File: config.mk
export PLATFORM = sky130hd
export DESIGN_NAME = ssb_top
export DESIGN_NICKNAME = d
export VERILOG_FILES = /design/src/verilog/ssb_top.v
export VERILOG_INCLUDE_DIRS = /design/src /design/src/include
export SDC_FILE = /design/constraint.sdc
export NUM_CORES = 1
export LEC_CHECK = 0
export ABC_CLOCK_PERIOD_IN_PS = 3900
export BUFFER_PORTS_ARGS = -buffer_cell sky130_fd_sc_hd__buf_4
export CAP_MARGIN = 0
export CORE_AREA = 2 2 130 132
export CTS_CLUSTER_SIZE = 12
export DETAILED_ROUTE_END_ITERATION = 10
export DIE_AREA = 0 0 132 134
export PLACE_DENSITY_LB_ADDON = 0.25
export SYNTH_ARGS = -nofsm -noshare
export SYNTH_HDL_FRONTEND = slang
export SYNTH_SLANG_ARGS = --single-unit
File: constraint.sdc
create_clock -name CLK_IN -period 3.9 [get_ports CLK_IN]
set_clock_uncertainty 0.1 [all_clocks]
set_input_delay 0.195 -clock CLK_IN [delete_from_list [all_inputs] [get_ports CLK_IN]]
set_output_delay 0.195 -clock CLK_IN [all_outputs]
set_load 0.05 [all_outputs]
File: src/include/ssb_regs.vh
// register offsets, field positions and reset values of the serial status and rate block
`ifndef SSB_REGS_VH
`define SSB_REGS_VH

// byte offsets on the register bus
`define SSB_OFS_STATUS 8'h00
`define SSB_OFS_DIVIDER 8'h04
`define SSB_OFS_CONTROL 8'h08
`define SSB_OFS_TXHOLD 8'h0C
`define SSB_OFS_RXHOLD 8'h10

// serial_status field positions
`define SSB_ST_TXEMPTY 7
`define SSB_ST_RXFULL 6
`define SSB_ST_OER 5
`define SSB_ST_FRAMING 4
`define SSB_ST_PARITY 3
`define SSB_ST_TXEND 2
`define SSB_ST_RXMP 1
`define SSB_ST_TXMP 0

// serial_control field positions
`define SSB_CT_TXEN 0
`define SSB_CT_RXEN 1
`define SSB_CT_SYNC 2
`define SSB_CT_PAREN 3
`define SSB_CT_PSENSE 4
`define SSB_CT_MPEN 5
`define SSB_CT_CKS_LO 6
`define SSB_CT_CKS_HI 7

// reset values
`define SSB_RST_STATUS 8'h84
`define SSB_RST_DIVIDER 8'hFF
`define SSB_RST_CONTROL 8'h00

// clock-select codes
`define SSB_CKS_SYS 2'b00
`define SSB_CKS_SUB 2'b01
`define SSB_CKS_DIV16 2'b10
`define SSB_CKS_DIV64 2'b11

// prescaler terminal counts and fixed oversampling of one bit period
`define SSB_PRE16_LAST 6'h0F
`define SSB_PRE64_LAST 6'h3F
`define SSB_OVER_LAST 6'h3F

// bus responses
`define SSB_RESP_OKAY 2'b00
`define SSB_RESP_SLVERR 2'b10

`endif

File: src/verilog/ssb_top.v
// serial status flags, rate divider and async bit-rate generator behind an axi4-lite slave
`timescale 1ns/1ps
`include "ssb_regs.vh"

module ssb_top (
  input wire CLK_IN,
  input wire RST_IN,
  // low-power state inputs and the watch clock; only standby reinitialises the block
  input wire STANDBY_IN,
  input wire SUBACTIVE_IN,
  input wire WATCH_CLK_IN,
  // axi4-lite slave
  input wire [7:0] AWADDR_IN,
  input wire AWVALID_IN,
  output reg AWREADY_OUT,
  input wire [31:0] WDATA_IN,
  input wire [3:0] WSTRB_IN,
  input wire WVALID_IN,
  output reg WREADY_OUT,
  output reg [1:0] BRESP_OUT,
  output reg BVALID_OUT,
  input wire BREADY_IN,
  input wire [7:0] ARADDR_IN,
  input wire ARVALID_IN,
  output reg ARREADY_OUT,
  output reg [31:0] RDATA_OUT,
  output reg [1:0] RRESP_OUT,
  output reg RVALID_OUT,
  input wire RREADY_IN,
  // received characters from the frame logic
  input wire [7:0] RX_DATA_IN,
  input wire RX_PARITY_IN,
  input wire RX_MPB_IN,
  input wire RX_STOP_IN,
  input wire RX_VALID_IN,
  output reg RX_READY_OUT,
  // characters handed to the transmit shifter
  output reg [7:0] TX_DATA_OUT,
  output reg TX_MPB_OUT,
  output reg TX_VALID_OUT,
  input wire TX_READY_IN,
  input wire TX_LAST_BIT_IN,
  // one pulse per asynchronous bit period
  output reg BAUD_TICK_OUT
);

  // true when the byte offset names a mapped register
  function is_mapped;
    input [7:0] ofs;
    begin
      is_mapped = (ofs == `SSB_OFS_STATUS) || (ofs == `SSB_OFS_DIVIDER) ||
        (ofs == `SSB_OFS_CONTROL) || (ofs == `SSB_OFS_TXHOLD) ||
        (ofs == `SSB_OFS_RXHOLD);
    end
  endfunction

  // register state
  reg [7:0] bit_rate_divider; // software divider value N
  reg [7:0] serial_control; // mode and enable bits
  reg [7:0] tx_holding_register; // last byte written for transmit
  reg [7:0] rx_holding_register; // last byte moved from the buffer
  reg tx_holding_empty_flag;
  reg rx_holding_full_flag;
  reg overrun_flag;
  reg framing_error_flag;
  reg parity_error_flag;
  reg transmit_end_flag;
  reg rx_multiproc_bit;
  reg tx_multiproc_bit;
  reg [7:0] seen_one; // flags read as one since their last clear

  // bus-side holding state
  reg aw_got;
  reg w_got;
  reg [7:0] aw_addr;
  reg [7:0] w_byte;
  reg w_lane0;

  // receive buffer: two entries of {stop, mpb, parity, data}
  reg [10:0] rx_mem [0:1];
  reg rx_wr_idx;
  reg rx_rd_idx;
  reg [1:0] rx_count;

  // rate generator state
  reg watch_prev;
  reg watch_half;
  reg [5:0] pre_cnt;
  reg [7:0] div_cnt;
  reg [5:0] over_cnt;

  wire [7:0] status_value = {tx_holding_empty_flag, rx_holding_full_flag, overrun_flag,
    framing_error_flag, parity_error_flag, transmit_end_flag, rx_multiproc_bit,
    tx_multiproc_bit};
  wire tx_on = serial_control[`SSB_CT_TXEN];
  wire rx_on = serial_control[`SSB_CT_RXEN];
  wire sync_mode = serial_control[`SSB_CT_SYNC];
  wire async_mp = !sync_mode && serial_control[`SSB_CT_MPEN];
  wire [1:0] cks = {serial_control[`SSB_CT_CKS_HI], serial_control[`SSB_CT_CKS_LO]};

  // bus events of this cycle
  wire do_write = aw_got && w_got && !BVALID_OUT;
  wire do_read = ARVALID_IN && ARREADY_OUT;
  wire wr_status = do_write && w_lane0 && (aw_addr == `SSB_OFS_STATUS);
  wire wr_txhold = do_write && w_lane0 && (aw_addr == `SSB_OFS_TXHOLD);
  wire rd_status = do_read && (ARADDR_IN == `SSB_OFS_STATUS);
  wire rd_rxhold = do_read && (ARADDR_IN == `SSB_OFS_RXHOLD);
  // a zero written to a flag only clears after that flag was read as one
  wire [7:0] clr_ok = wr_status ? (~w_byte & seen_one) : 8'h00;

  // reception halts on any pending error; in sync mode transmission halts on a framing or overrun error
  wire rx_blocked = parity_error_flag || framing_error_flag || overrun_flag;
  wire tx_blocked = sync_mode && (framing_error_flag || overrun_flag);

  // buffer handshakes on both sides
  wire rx_push = RX_VALID_IN && RX_READY_OUT;
  wire rx_pop = (rx_count != 2'b00) && !rx_blocked;
  wire [10:0] rx_head = rx_mem[rx_rd_idx];
  wire [1:0] next_rx_count = rx_count + {1'b0, rx_push} - {1'b0, rx_pop};

  // checks on the character leaving the buffer
  wire par_bad = !sync_mode && serial_control[`SSB_CT_PAREN] &&
    ((^rx_head[8:0]) != serial_control[`SSB_CT_PSENSE]);
  wire frm_bad = !sync_mode && !rx_head[10];
  wire rx_take = rx_pop && rx_on; // receive disabled: flags and data stay put

  // transmit handover and character end
  wire tx_move = TX_VALID_OUT && TX_READY_IN;
  wire tx_end_evt = TX_LAST_BIT_IN && tx_holding_empty_flag;

  // write channel: address and data taken in either order, response after both
  always @(posedge CLK_IN) begin
    if (RST_IN) begin
      AWREADY_OUT <= 1'b1;
      WREADY_OUT <= 1'b1;
      BVALID_OUT <= 1'b0;
      BRESP_OUT <= `SSB_RESP_OKAY;
      aw_got <= 1'b0;
      w_got <= 1'b0;
      aw_addr <= 8'h00;
      w_byte <= 8'h00;
      w_lane0 <= 1'b0;
    end else begin
      if (AWVALID_IN && AWREADY_OUT) begin
        aw_got <= 1'b1;
        aw_addr <= AWADDR_IN;
        AWREADY_OUT <= 1'b0;
      end
      if (WVALID_IN && WREADY_OUT) begin
        w_got <= 1'b1;
        w_byte <= WDATA_IN[7:0];
        w_lane0 <= WSTRB_IN[0]; // only the low lane carries register bits
        WREADY_OUT <= 1'b0;
      end
      if (do_write) begin
        BVALID_OUT <= 1'b1;
        BRESP_OUT <= is_mapped(aw_addr) ? `SSB_RESP_OKAY : `SSB_RESP_SLVERR;
        aw_got <= 1'b0;
        w_got <= 1'b0;
      end
      // channels reopen only once the response is gone, one write at a time
      if (BVALID_OUT && BREADY_IN) begin
        BVALID_OUT <= 1'b0;
        AWREADY_OUT <= 1'b1;
        WREADY_OUT <= 1'b1;
      end
    end
  end

  // read channel: one cycle from address to data
  always @(posedge CLK_IN) begin
    if (RST_IN) begin
      ARREADY_OUT <= 1'b1;
      RVALID_OUT <= 1'b0;
      RDATA_OUT <= 32'h0000_0000;
      RRESP_OUT <= `SSB_RESP_OKAY;
    end else begin
      if (do_read) begin
        ARREADY_OUT <= 1'b0;
        RVALID_OUT <= 1'b1;
        RRESP_OUT <= is_mapped(ARADDR_IN) ? `SSB_RESP_OKAY : `SSB_RESP_SLVERR;
        case (ARADDR_IN)
          `SSB_OFS_STATUS: RDATA_OUT <= {24'h00_0000, status_value};
          `SSB_OFS_DIVIDER: RDATA_OUT <= {24'h00_0000, bit_rate_divider};
          `SSB_OFS_CONTROL: RDATA_OUT <= {24'h00_0000, serial_control};
          `SSB_OFS_TXHOLD: RDATA_OUT <= {24'h00_0000, tx_holding_register};
          `SSB_OFS_RXHOLD: RDATA_OUT <= {24'h00_0000, rx_holding_register};
          default: RDATA_OUT <= 32'h0000_0000;
        endcase
      end else if (RVALID_OUT && RREADY_IN) begin
        RVALID_OUT <= 1'b0;
        ARREADY_OUT <= 1'b1;
      end
    end
  end

  // plain read/write registers; standby reloads them like a reset
  always @(posedge CLK_IN) begin
    if (RST_IN || STANDBY_IN) begin
      bit_rate_divider <= `SSB_RST_DIVIDER;
      serial_control <= `SSB_RST_CONTROL;
      tx_holding_register <= 8'h00;
    end else if (do_write && w_lane0) begin
      case (aw_addr)
        `SSB_OFS_DIVIDER: bit_rate_divider <= w_byte;
        `SSB_OFS_CONTROL: serial_control <= w_byte;
        `SSB_OFS_TXHOLD: tx_holding_register <= w_byte;
        default: serial_control <= serial_control;
      endcase
    end
  end

  // status flags; within each flag the hardware set is written last so it wins
  always @(posedge CLK_IN) begin
    if (RST_IN || STANDBY_IN) begin
      {tx_holding_empty_flag, rx_holding_full_flag, overrun_flag, framing_error_flag,
        parity_error_flag, transmit_end_flag, rx_multiproc_bit,
        tx_multiproc_bit} <= `SSB_RST_STATUS;
      seen_one <= 8'h00;
      rx_holding_register <= 8'h00;
      TX_DATA_OUT <= 8'h00;
      TX_MPB_OUT <= 1'b0;
      TX_VALID_OUT <= 1'b0;
    end else begin
      // remember which flags software has seen as one
      if (rd_status) begin
        seen_one <= (seen_one | status_value) & ~clr_ok;
      end else begin
        seen_one <= seen_one & ~clr_ok;
      end
      // software clears: only zeros count, ones are ignored
      if (clr_ok[`SSB_ST_TXEMPTY]) begin
        tx_holding_empty_flag <= 1'b0;
        transmit_end_flag <= 1'b0;
      end
      if (clr_ok[`SSB_ST_RXFULL] || rd_rxhold) begin
        rx_holding_full_flag <= 1'b0;
      end
      if (clr_ok[`SSB_ST_OER]) begin
        overrun_flag <= 1'b0;
      end
      if (clr_ok[`SSB_ST_FRAMING]) begin
        framing_error_flag <= 1'b0;
      end
      if (clr_ok[`SSB_ST_PARITY]) begin
        parity_error_flag <= 1'b0;
      end
      // the multiproc transmit bit is plain read/write
      if (wr_status) begin
        tx_multiproc_bit <= w_byte[`SSB_ST_TXMP];
      end
      // a data write empties nothing but marks the holding register full
      if (wr_txhold) begin
        tx_holding_empty_flag <= 1'b0;
        transmit_end_flag <= 1'b0;
      end
      // transmit side: offer the held byte once it is loaded and allowed
      if (!tx_on) begin
        TX_VALID_OUT <= 1'b0;
        tx_holding_empty_flag <= 1'b1;
        transmit_end_flag <= 1'b1;
      end else if (tx_move) begin
        TX_VALID_OUT <= 1'b0;
        tx_holding_empty_flag <= 1'b1;
      end else if (!TX_VALID_OUT && !tx_holding_empty_flag && !wr_txhold && !tx_blocked) begin
        TX_VALID_OUT <= 1'b1;
        TX_DATA_OUT <= tx_holding_register;
        TX_MPB_OUT <= async_mp && tx_multiproc_bit;
      end
      if (tx_on && tx_end_evt) begin
        transmit_end_flag <= 1'b1;
      end
      // receive side: parity and framing errors still store data but leave the full flag clear
      if (rx_take) begin
        if (rx_holding_full_flag && !clr_ok[`SSB_ST_RXFULL] && !rd_rxhold) begin
          overrun_flag <= 1'b1; // character lost, old data kept
        end else begin
          rx_holding_register <= rx_head[7:0];
          if (par_bad) begin
            parity_error_flag <= 1'b1;
          end
          if (frm_bad) begin
            framing_error_flag <= 1'b1;
          end
          if (!par_bad && !frm_bad) begin
            rx_holding_full_flag <= 1'b1;
          end
        end
        if (async_mp) begin
          rx_multiproc_bit <= rx_head[9];
        end
      end
    end
  end

  // two-entry receive buffer; its ready reaches the frame logic
  always @(posedge CLK_IN) begin
    if (RST_IN || STANDBY_IN) begin
      rx_wr_idx <= 1'b0;
      rx_rd_idx <= 1'b0;
      rx_count <= 2'b00;
      RX_READY_OUT <= 1'b1;
      rx_mem[0] <= 11'h000;
      rx_mem[1] <= 11'h000;
    end else begin
      if (rx_push) begin
        rx_mem[rx_wr_idx] <= {RX_STOP_IN, RX_MPB_IN, RX_PARITY_IN, RX_DATA_IN};
        rx_wr_idx <= ~rx_wr_idx;
      end
      if (rx_pop) begin
        rx_rd_idx <= ~rx_rd_idx;
      end
      rx_count <= next_rx_count;
      // registered ready: stalls one cycle early rather than overfilling
      RX_READY_OUT <= (next_rx_count == 2'b00) ||
        ((next_rx_count == 2'b01) && !rx_push);
    end
  end

  // generator input: system clock, sub-clock, /16 or /64
  wire watch_rise = WATCH_CLK_IN && !watch_prev;
  // sub-clock: half watch clock when active, full watch clock when subactive
  wire sub_tick = watch_rise && (SUBACTIVE_IN || watch_half);
  reg gen_tick;
  always @* begin
    case (cks)
      `SSB_CKS_SYS: gen_tick = 1'b1;
      `SSB_CKS_SUB: gen_tick = sub_tick;
      `SSB_CKS_DIV16: gen_tick = ({2'b00, pre_cnt[3:0]} == `SSB_PRE16_LAST);
      `SSB_CKS_DIV64: gen_tick = (pre_cnt == `SSB_PRE64_LAST);
      default: gen_tick = 1'b0;
    endcase
  end

  // divide generator input by N+1, then by 64, for one bit period
  always @(posedge CLK_IN) begin
    if (RST_IN || STANDBY_IN) begin
      watch_prev <= 1'b0;
      watch_half <= 1'b0;
      pre_cnt <= 6'h00;
      div_cnt <= 8'h00;
      over_cnt <= 6'h00;
      BAUD_TICK_OUT <= 1'b0;
    end else begin
      watch_prev <= WATCH_CLK_IN;
      if (watch_rise) begin
        watch_half <= ~watch_half;
      end
      pre_cnt <= pre_cnt + 6'h01;
      BAUD_TICK_OUT <= 1'b0;
      // generator idles with both enables off, so the rate starts from phase zero
      if (!tx_on && !rx_on) begin
        div_cnt <= 8'h00;
        over_cnt <= 6'h00;
      end else if (gen_tick) begin
        if (div_cnt >= bit_rate_divider) begin
          div_cnt <= 8'h00;
          over_cnt <= over_cnt + 6'h01;
          if (over_cnt == `SSB_OVER_LAST) begin
            BAUD_TICK_OUT <= !sync_mode;
          end
        end else begin
          div_cnt <= div_cnt + 8'h01;
        end
      end
    end
  end

endmodule

Word-level counts from Yosys, hierarchy flattened
Memories as Yosys holds them, arrays and structs flattened. A register that Yosys moved wholly into a read port is not among the register bits.
Index checks and enable logic that the tools add are counted.
{"block": "word_totals", "inputBits": 76, "mem_count": 1, "ram_bits": 22, "register_bits": 146, "output_inout_bits": 53}
{"block": "op_classes", "n_addsub": 5, "reduce_logical": 87, "magnitude_cmp": 1, "eq_ne": 16, "bitwise_logic": 15, "n_mux": 38}
{"memory": "rx_mem", "depth": 2, "word_bits": 11, "rd": 1, "rd_ports_with_merged_regs": 1, "write_ports": 2, "line": "ssb_top.v:80", "rtl": "reg [10:0] rx_mem [0:1];"}
{"operator": "8-bit one-hot mux with 5 select lines", "count": 1}
{"operator": "1-bit logical AND", "count": 34}
{"operator": "8-bit by 4-bit == test with 1-bit output, second input constant", "count": 4}
{"operator": "1-bit two-way mux", "count": 30}
{"operator": "8-bit AND", "count": 3}
{"operator": "8-bit two-way mux", "count": 3}
{"operator": "8-bit by 3-bit == test with 1-bit output, second input constant", "count": 2}
{"operator": "8-bit by 5-bit == test with 1-bit output, second input constant", "count": 2}
{"operator": "1-bit logical NOT", "count": 16}
{"operator": "8-bit logical NOT", "count": 2}
{"operator": "8-bit inverter", "count": 2}
{"operator": "1-bit logical OR", "count": 15}
{"operator": "6-bit by 1-bit adder with 6-bit output, second input constant", "count": 2}
{"operator": "6-bit == test, second input constant", "count": 2}
{"operator": "2-bit AND reduction", "count": 6}
{"operator": "11-bit two-way mux", "count": 1}
{"operator": "11-bit OR reduction", "count": 1}
{"operator": "1-bit inverter", "count": 9}
{"operator": "9-bit parity", "count": 1}
{"operator": "8-bit by 1-bit adder with 8-bit output, second input constant", "count": 1}
{"operator": "8-bit greater-or-equal comparator", "count": 1}
{"operator": "8-bit bitwise OR", "count": 1}
{"operator": "2-bit nonzero test", "count": 3}
{"operator": "2-bit OR reduction", "count": 3}
{"operator": "other kinds (12)", "count": 17}

Logic depth before layout (Yosys ltp)
{"block": "depth", "word_depth": 10, "depth_mapped": 9, "depth_no_buf": 9}

Worst setup path after synthesis
No wires, ideal clock.
{"block": "synth_timing", "path_type": "flip-flop to flip-flop", "from": "register RX_READY_OUT", "to": "memory rx_mem[0][0] (enable)", "period_less_slack_ns": 2.205, "n_path_buf": 0, "t_required_ns": 3.406, "path_stages_with_launch": 3, "t_arrival_ns": 1.711, "path_slack_ns": 1.695, "cell_sequence": "dfxtp_1 > nand2_1 > o21ai_0"}
{"item": "from (decl)", "line": "ssb_top.v:36", "rtl": "output reg RX_READY_OUT,"}
{"item": "from (signal assigned)", "line": "ssb_top.v:315", "rtl": "RX_READY_OUT <= (next_rx_count == 2'b00) ||"}
{"item": "to (decl)", "line": "ssb_top.v:80"}

Worst setup path in the final report
{"block": "layout_timing", "from": "register aw_addr[1]", "to": "register TX_DATA_OUT[3]"}
{"block": "layout_via", "elab_chain_cells": 6}
{"item": "from (decl)", "line": "ssb_top.v:75", "rtl": "reg [7:0] aw_addr;"}
{"item": "from (signal assigned)", "line": "ssb_top.v:140", "rtl": "aw_addr <= 8'h00;"}
{"item": "from (signal assigned)", "line": "ssb_top.v:146", "rtl": "aw_addr <= AWADDR_IN;"}
{"item": "8-bit by 4-bit == test with 1-bit output"}
{"item": "1-bit logical AND", "line": "ssb_top.v:105", "rtl": "wire wr_txhold = do_write && w_lane0 && (aw_addr == `SSB_OFS_TXHOLD);"}
{"item": "1-bit logical NOT", "line": "ssb_top.v:265", "rtl": "end else if (!TX_VALID_OUT && !tx_holding_empty_flag && !wr_txhold && !tx_blocked) begin"}
{"item": "1-bit logical AND (2 in a row)", "line": "ssb_top.v:265"}
{"item": "3-bit AND reduction (no line)"}
{"item": "to (signal assigned)", "line": "ssb_top.v:267", "rtl": "TX_DATA_OUT <= tx_holding_register;"}
{"item": "to (decl)", "line": "ssb_top.v:38", "rtl": "output reg [7:0] TX_DATA_OUT,"}
Every way passes these cells.
A chain may end at the register's enable or synchronous reset.

==> impl_results.md <==
- Outcome: finished, final reports clean
- Post-synth top area share: a little under two fifths
- Synth Register Bits: between 100 and 150
- Static leakage: between 3 and 4 nW
- Die H: 134 um
- Final hold violation count: 0
- Post-CTS Setup Bufs: 0
- Crit end category: register
- Number of global-route vias before repair: 5023
- Boundary pin count: around 130
- Core area: 0.0163 sq mm
- Synth area leaders: dfxtp_1 37%, edfxtp_1 10%, mux2i_1 8.5%, nor2_1 5.0%, nand2_1 3.8%
- Fin worst setup slack: approximately 1300 ps
- Crit Path Max Fanout: 11
- First-pass GRT wire length: approximately 25 mm
- Number of enable flip-flop cells after synthesis: 22
- Most frequent cells in the layout: 118 x dfxtp_1, 86 x nor2_1, 80 x buf_4, 65 x nand2_1, 55 x mux2i_1
- Register area share after synthesis: between 40% and 50%
- Worst-Margin Slew: about 1200 ps
- Clk pin slew, worst setup/hold paths: roughly 60 ps
- Final period util: about two thirds
- Arrival @ worst endpoint: between 2000 and 3000 ps
- Initial antenna violation count: 0
- Post-DP HPWL: between 10 and 15 mm
- Area of the die: between 0.015 and 0.02 sq mm
- Clock Latency Late Sink: about 420 ps
- Hold WC Path Type: in -> reg
- Layout area overhead: 24.6%
- Layout cell share with drive strength beyond 1: ~15%
- Placer Congestion: 0.840
- Slowest cell on crit path: or4_4
- H-tree depth: 4
- Chip Width: 132 um
- Max Transition Viols Final: 0
- GRT Total Usage: 18.0%
- Cts bufs inserted: 17
- P per Cell Area: approximately 440 mW/mm^2
- # DRC: 0
- CP startpoint kind: register
- Maxcap violations: 0
- Total Power: about 3.6 mW
- Setup Total Neg Slack: 0 ps
- Tmin final: roughly 2600 ps
- Int Power: between 2 and 3 mW
- CP Class: reg -> reg
- Yosys warnings: 0
- Flop pwr share: 43.8%
- Worst-path cell chain: or4_4 > nor4_4 > nand3_2 > and4b_1 > mux2i_1 > nor2_1
- Worst slack at placement: between 1000 and 1500 ps
- Final Setup Violations: 0
- Mapped Cells: between 600 and 700
- Num Clock Sinks: 140
- Clock power share: approximately 45%
- GRT overflow: 0
- Vias: a little over 5000
- Unrepaired setup endpoints after global routing: false
- Worst hold margin: between 20 and 25 ps
- # rows: 47
- CP max stage delay: 580 ps
- Placed cells: around 950
- Post-CTS Resized: 0
- Initial Utilization: 39.5%
- Fmax: between 300 and 400 MHz
- Rel. slew slack: between 20% and 30%
- NetSw: about 0.9 mW
- Post-Route WL: about 15 mm
- Peak VDD IR: roughly 320 uV
- Buffers from clock root to sink, at most: 2
- Post-route ant nets: 0
- Cell Area, Synth: around 0.0064 sq mm
- N_diodes: 0
- First drt pass iteration count: 4
- Via density: slightly above 5
- Root buf cell: clkbuf_16
- Async set-or-reset flop fraction in the synthesized netlist: 0%
- Leading area contributor after synthesis: dfxtp_1
- Switching part of the total power: roughly a quarter
- Port Buffers: 75
- CTS tree: yes
- Final nets: around 880
- Fin area: about 0.008 sq mm
- Cell Count, Final, Fillers Out: a little over 1000
- Largest net degree at the start of global routing: 54
- Wire per inst: roughly 15 um
- Synth unique cells: between 50 and 60
- Initial DRC count: roughly 260
- Top_reg_cell synth: dfxtp_1
- Critical Path RT: a little over 4000 ps
- Mean Syn Cell Area: around 9.4 sq um
- Dpl cell area: 0.00706 sq mm
- Final Util: between 40% and 50%
- Leading cell type in the layout, fill and taps excluded: dfxtp_1
- Comb power frac: approximately 12%
-- cell families after synthesis --
kind of cell | after synthesis | share of synthesized area, %
AO/OA/AOI/OAI | 110 | 10.6
XOR/XNOR | 29 | 3.94
adder cells (fa/ha/maj) | 13 | 2.53
buffers and inverters | 74 | 6.27
flip-flops | 140 | 46.9
multiplexers | 58 | 9.07
other | 1 | 0.0582
AND/OR/NAND/NOR | 262 | 20.6
-- power groups by stage --
stage / clock network (mW) / logic [mW] / registers (mW)
2_1_floorplan: 0 / 0.255 / 1.62
3_3_place_gp: 0 / 0.372 / 1.59
3_5_place_dp: 0 / 0.382 / 1.59
4_1_cts: 1.62 / 0.414 / 1.56
5_1_grt: 1.68 / 0.448 / 1.57
6_report: 1.59 / 0.414 / 1.56
-- worst paths after layout --
path | from | slack [ps] | to | cells past startpoint
setup / recovery | aw_addr[1]$_SDFFE_PP0P_ | 1310 | TX_DATA_OUT[3]$_SDFFE_PP0P_ | 6
hold / removal | AWVALID_IN | 20 | aw_addr[7]$_SDFFE_PP0P_ | 3
setup reg to reg | aw_addr[1]$_SDFFE_PP0P_ | 1310 | TX_DATA_OUT[3]$_SDFFE_PP0P_ | 6
hold reg to reg | pre_cnt[0]$_SDFF_PP0_ | 340 | pre_cnt[0]$_SDFF_PP0_ | 1
-- cell usage after synthesis, types with 3 or more instances --
master and count:
nand3_1 19, inv_1 15, nor4_4 3, nand2b_1 5, o31ai_1 5, a21oi_1 46, nor2b_1 4, mux2_2 3
ha_1 13, nand3b_1 5, or4_1 4, nand4_1 5, dfxtp_1 118, nor3b_1 4, or3_1 3, and2_1 16
a221oi_1 8, mux2i_1 55, nor2_1 86, o21a_1 5, nor3_1 13, xor2_1 17, and3_1 15, xnor2_1 12
o21ai_0 21, nor4_1 4, a211oi_1 10, edfxtp_1 22, clkbuf_1 26, nand2_1 65, buf_4 26
-- per-layer routing --
layer  up-vias  global-route usage, %  share of wire [%]
met1      2444                   23.6                 46
li1       2559                      -                  -
met2       121                   29.3                 48
met3        19                   3.82                4.6
met4         0                   6.34                1.5
met5         -                      0                  0
-- critical path, delay by kind of cell, from the launching register on --
family	cells	cell delay, ps
and+or+nand+nor	5	1810
DFF	1	310
muxes	1	230
-- state kept, by name, summed over array words and instances (netlist names), 2 cells and up, named ones only --
signal / count
div_cnt: 8
rx_mem: 22
serial_control: 8
RDATA_OUT: 8
rx_holding_register: 8
aw_addr: 8
TX_DATA_OUT: 8
tx_holding_register: 8
rx_count: 2
bit_rate_divider: 8
seen_one: 5
w_byte: 8
pre_cnt: 6
over_cnt: 6
-- area by class of cell --
cell class / count / area [sq um]
Fill cell: 1507 / 8260
Multi-Input combinational cell: 498 / 3110
Sequential cell: 140 / 3020
Timing Repair Buffer: 118 / 981
Clock buffer: 19 / 433
Tap cell: 220 / 275
Clock inverter: 13 / 149
Inverter: 15 / 56.3
-- repair_timing --
item / 4_1_cts / 5_1_grt
hold buffers: 38 / 0
endpoints found under the setup margin: 0 / 0
endpoints found under the hold margin: 48 / 0
(Power assumes the default switching activity.)
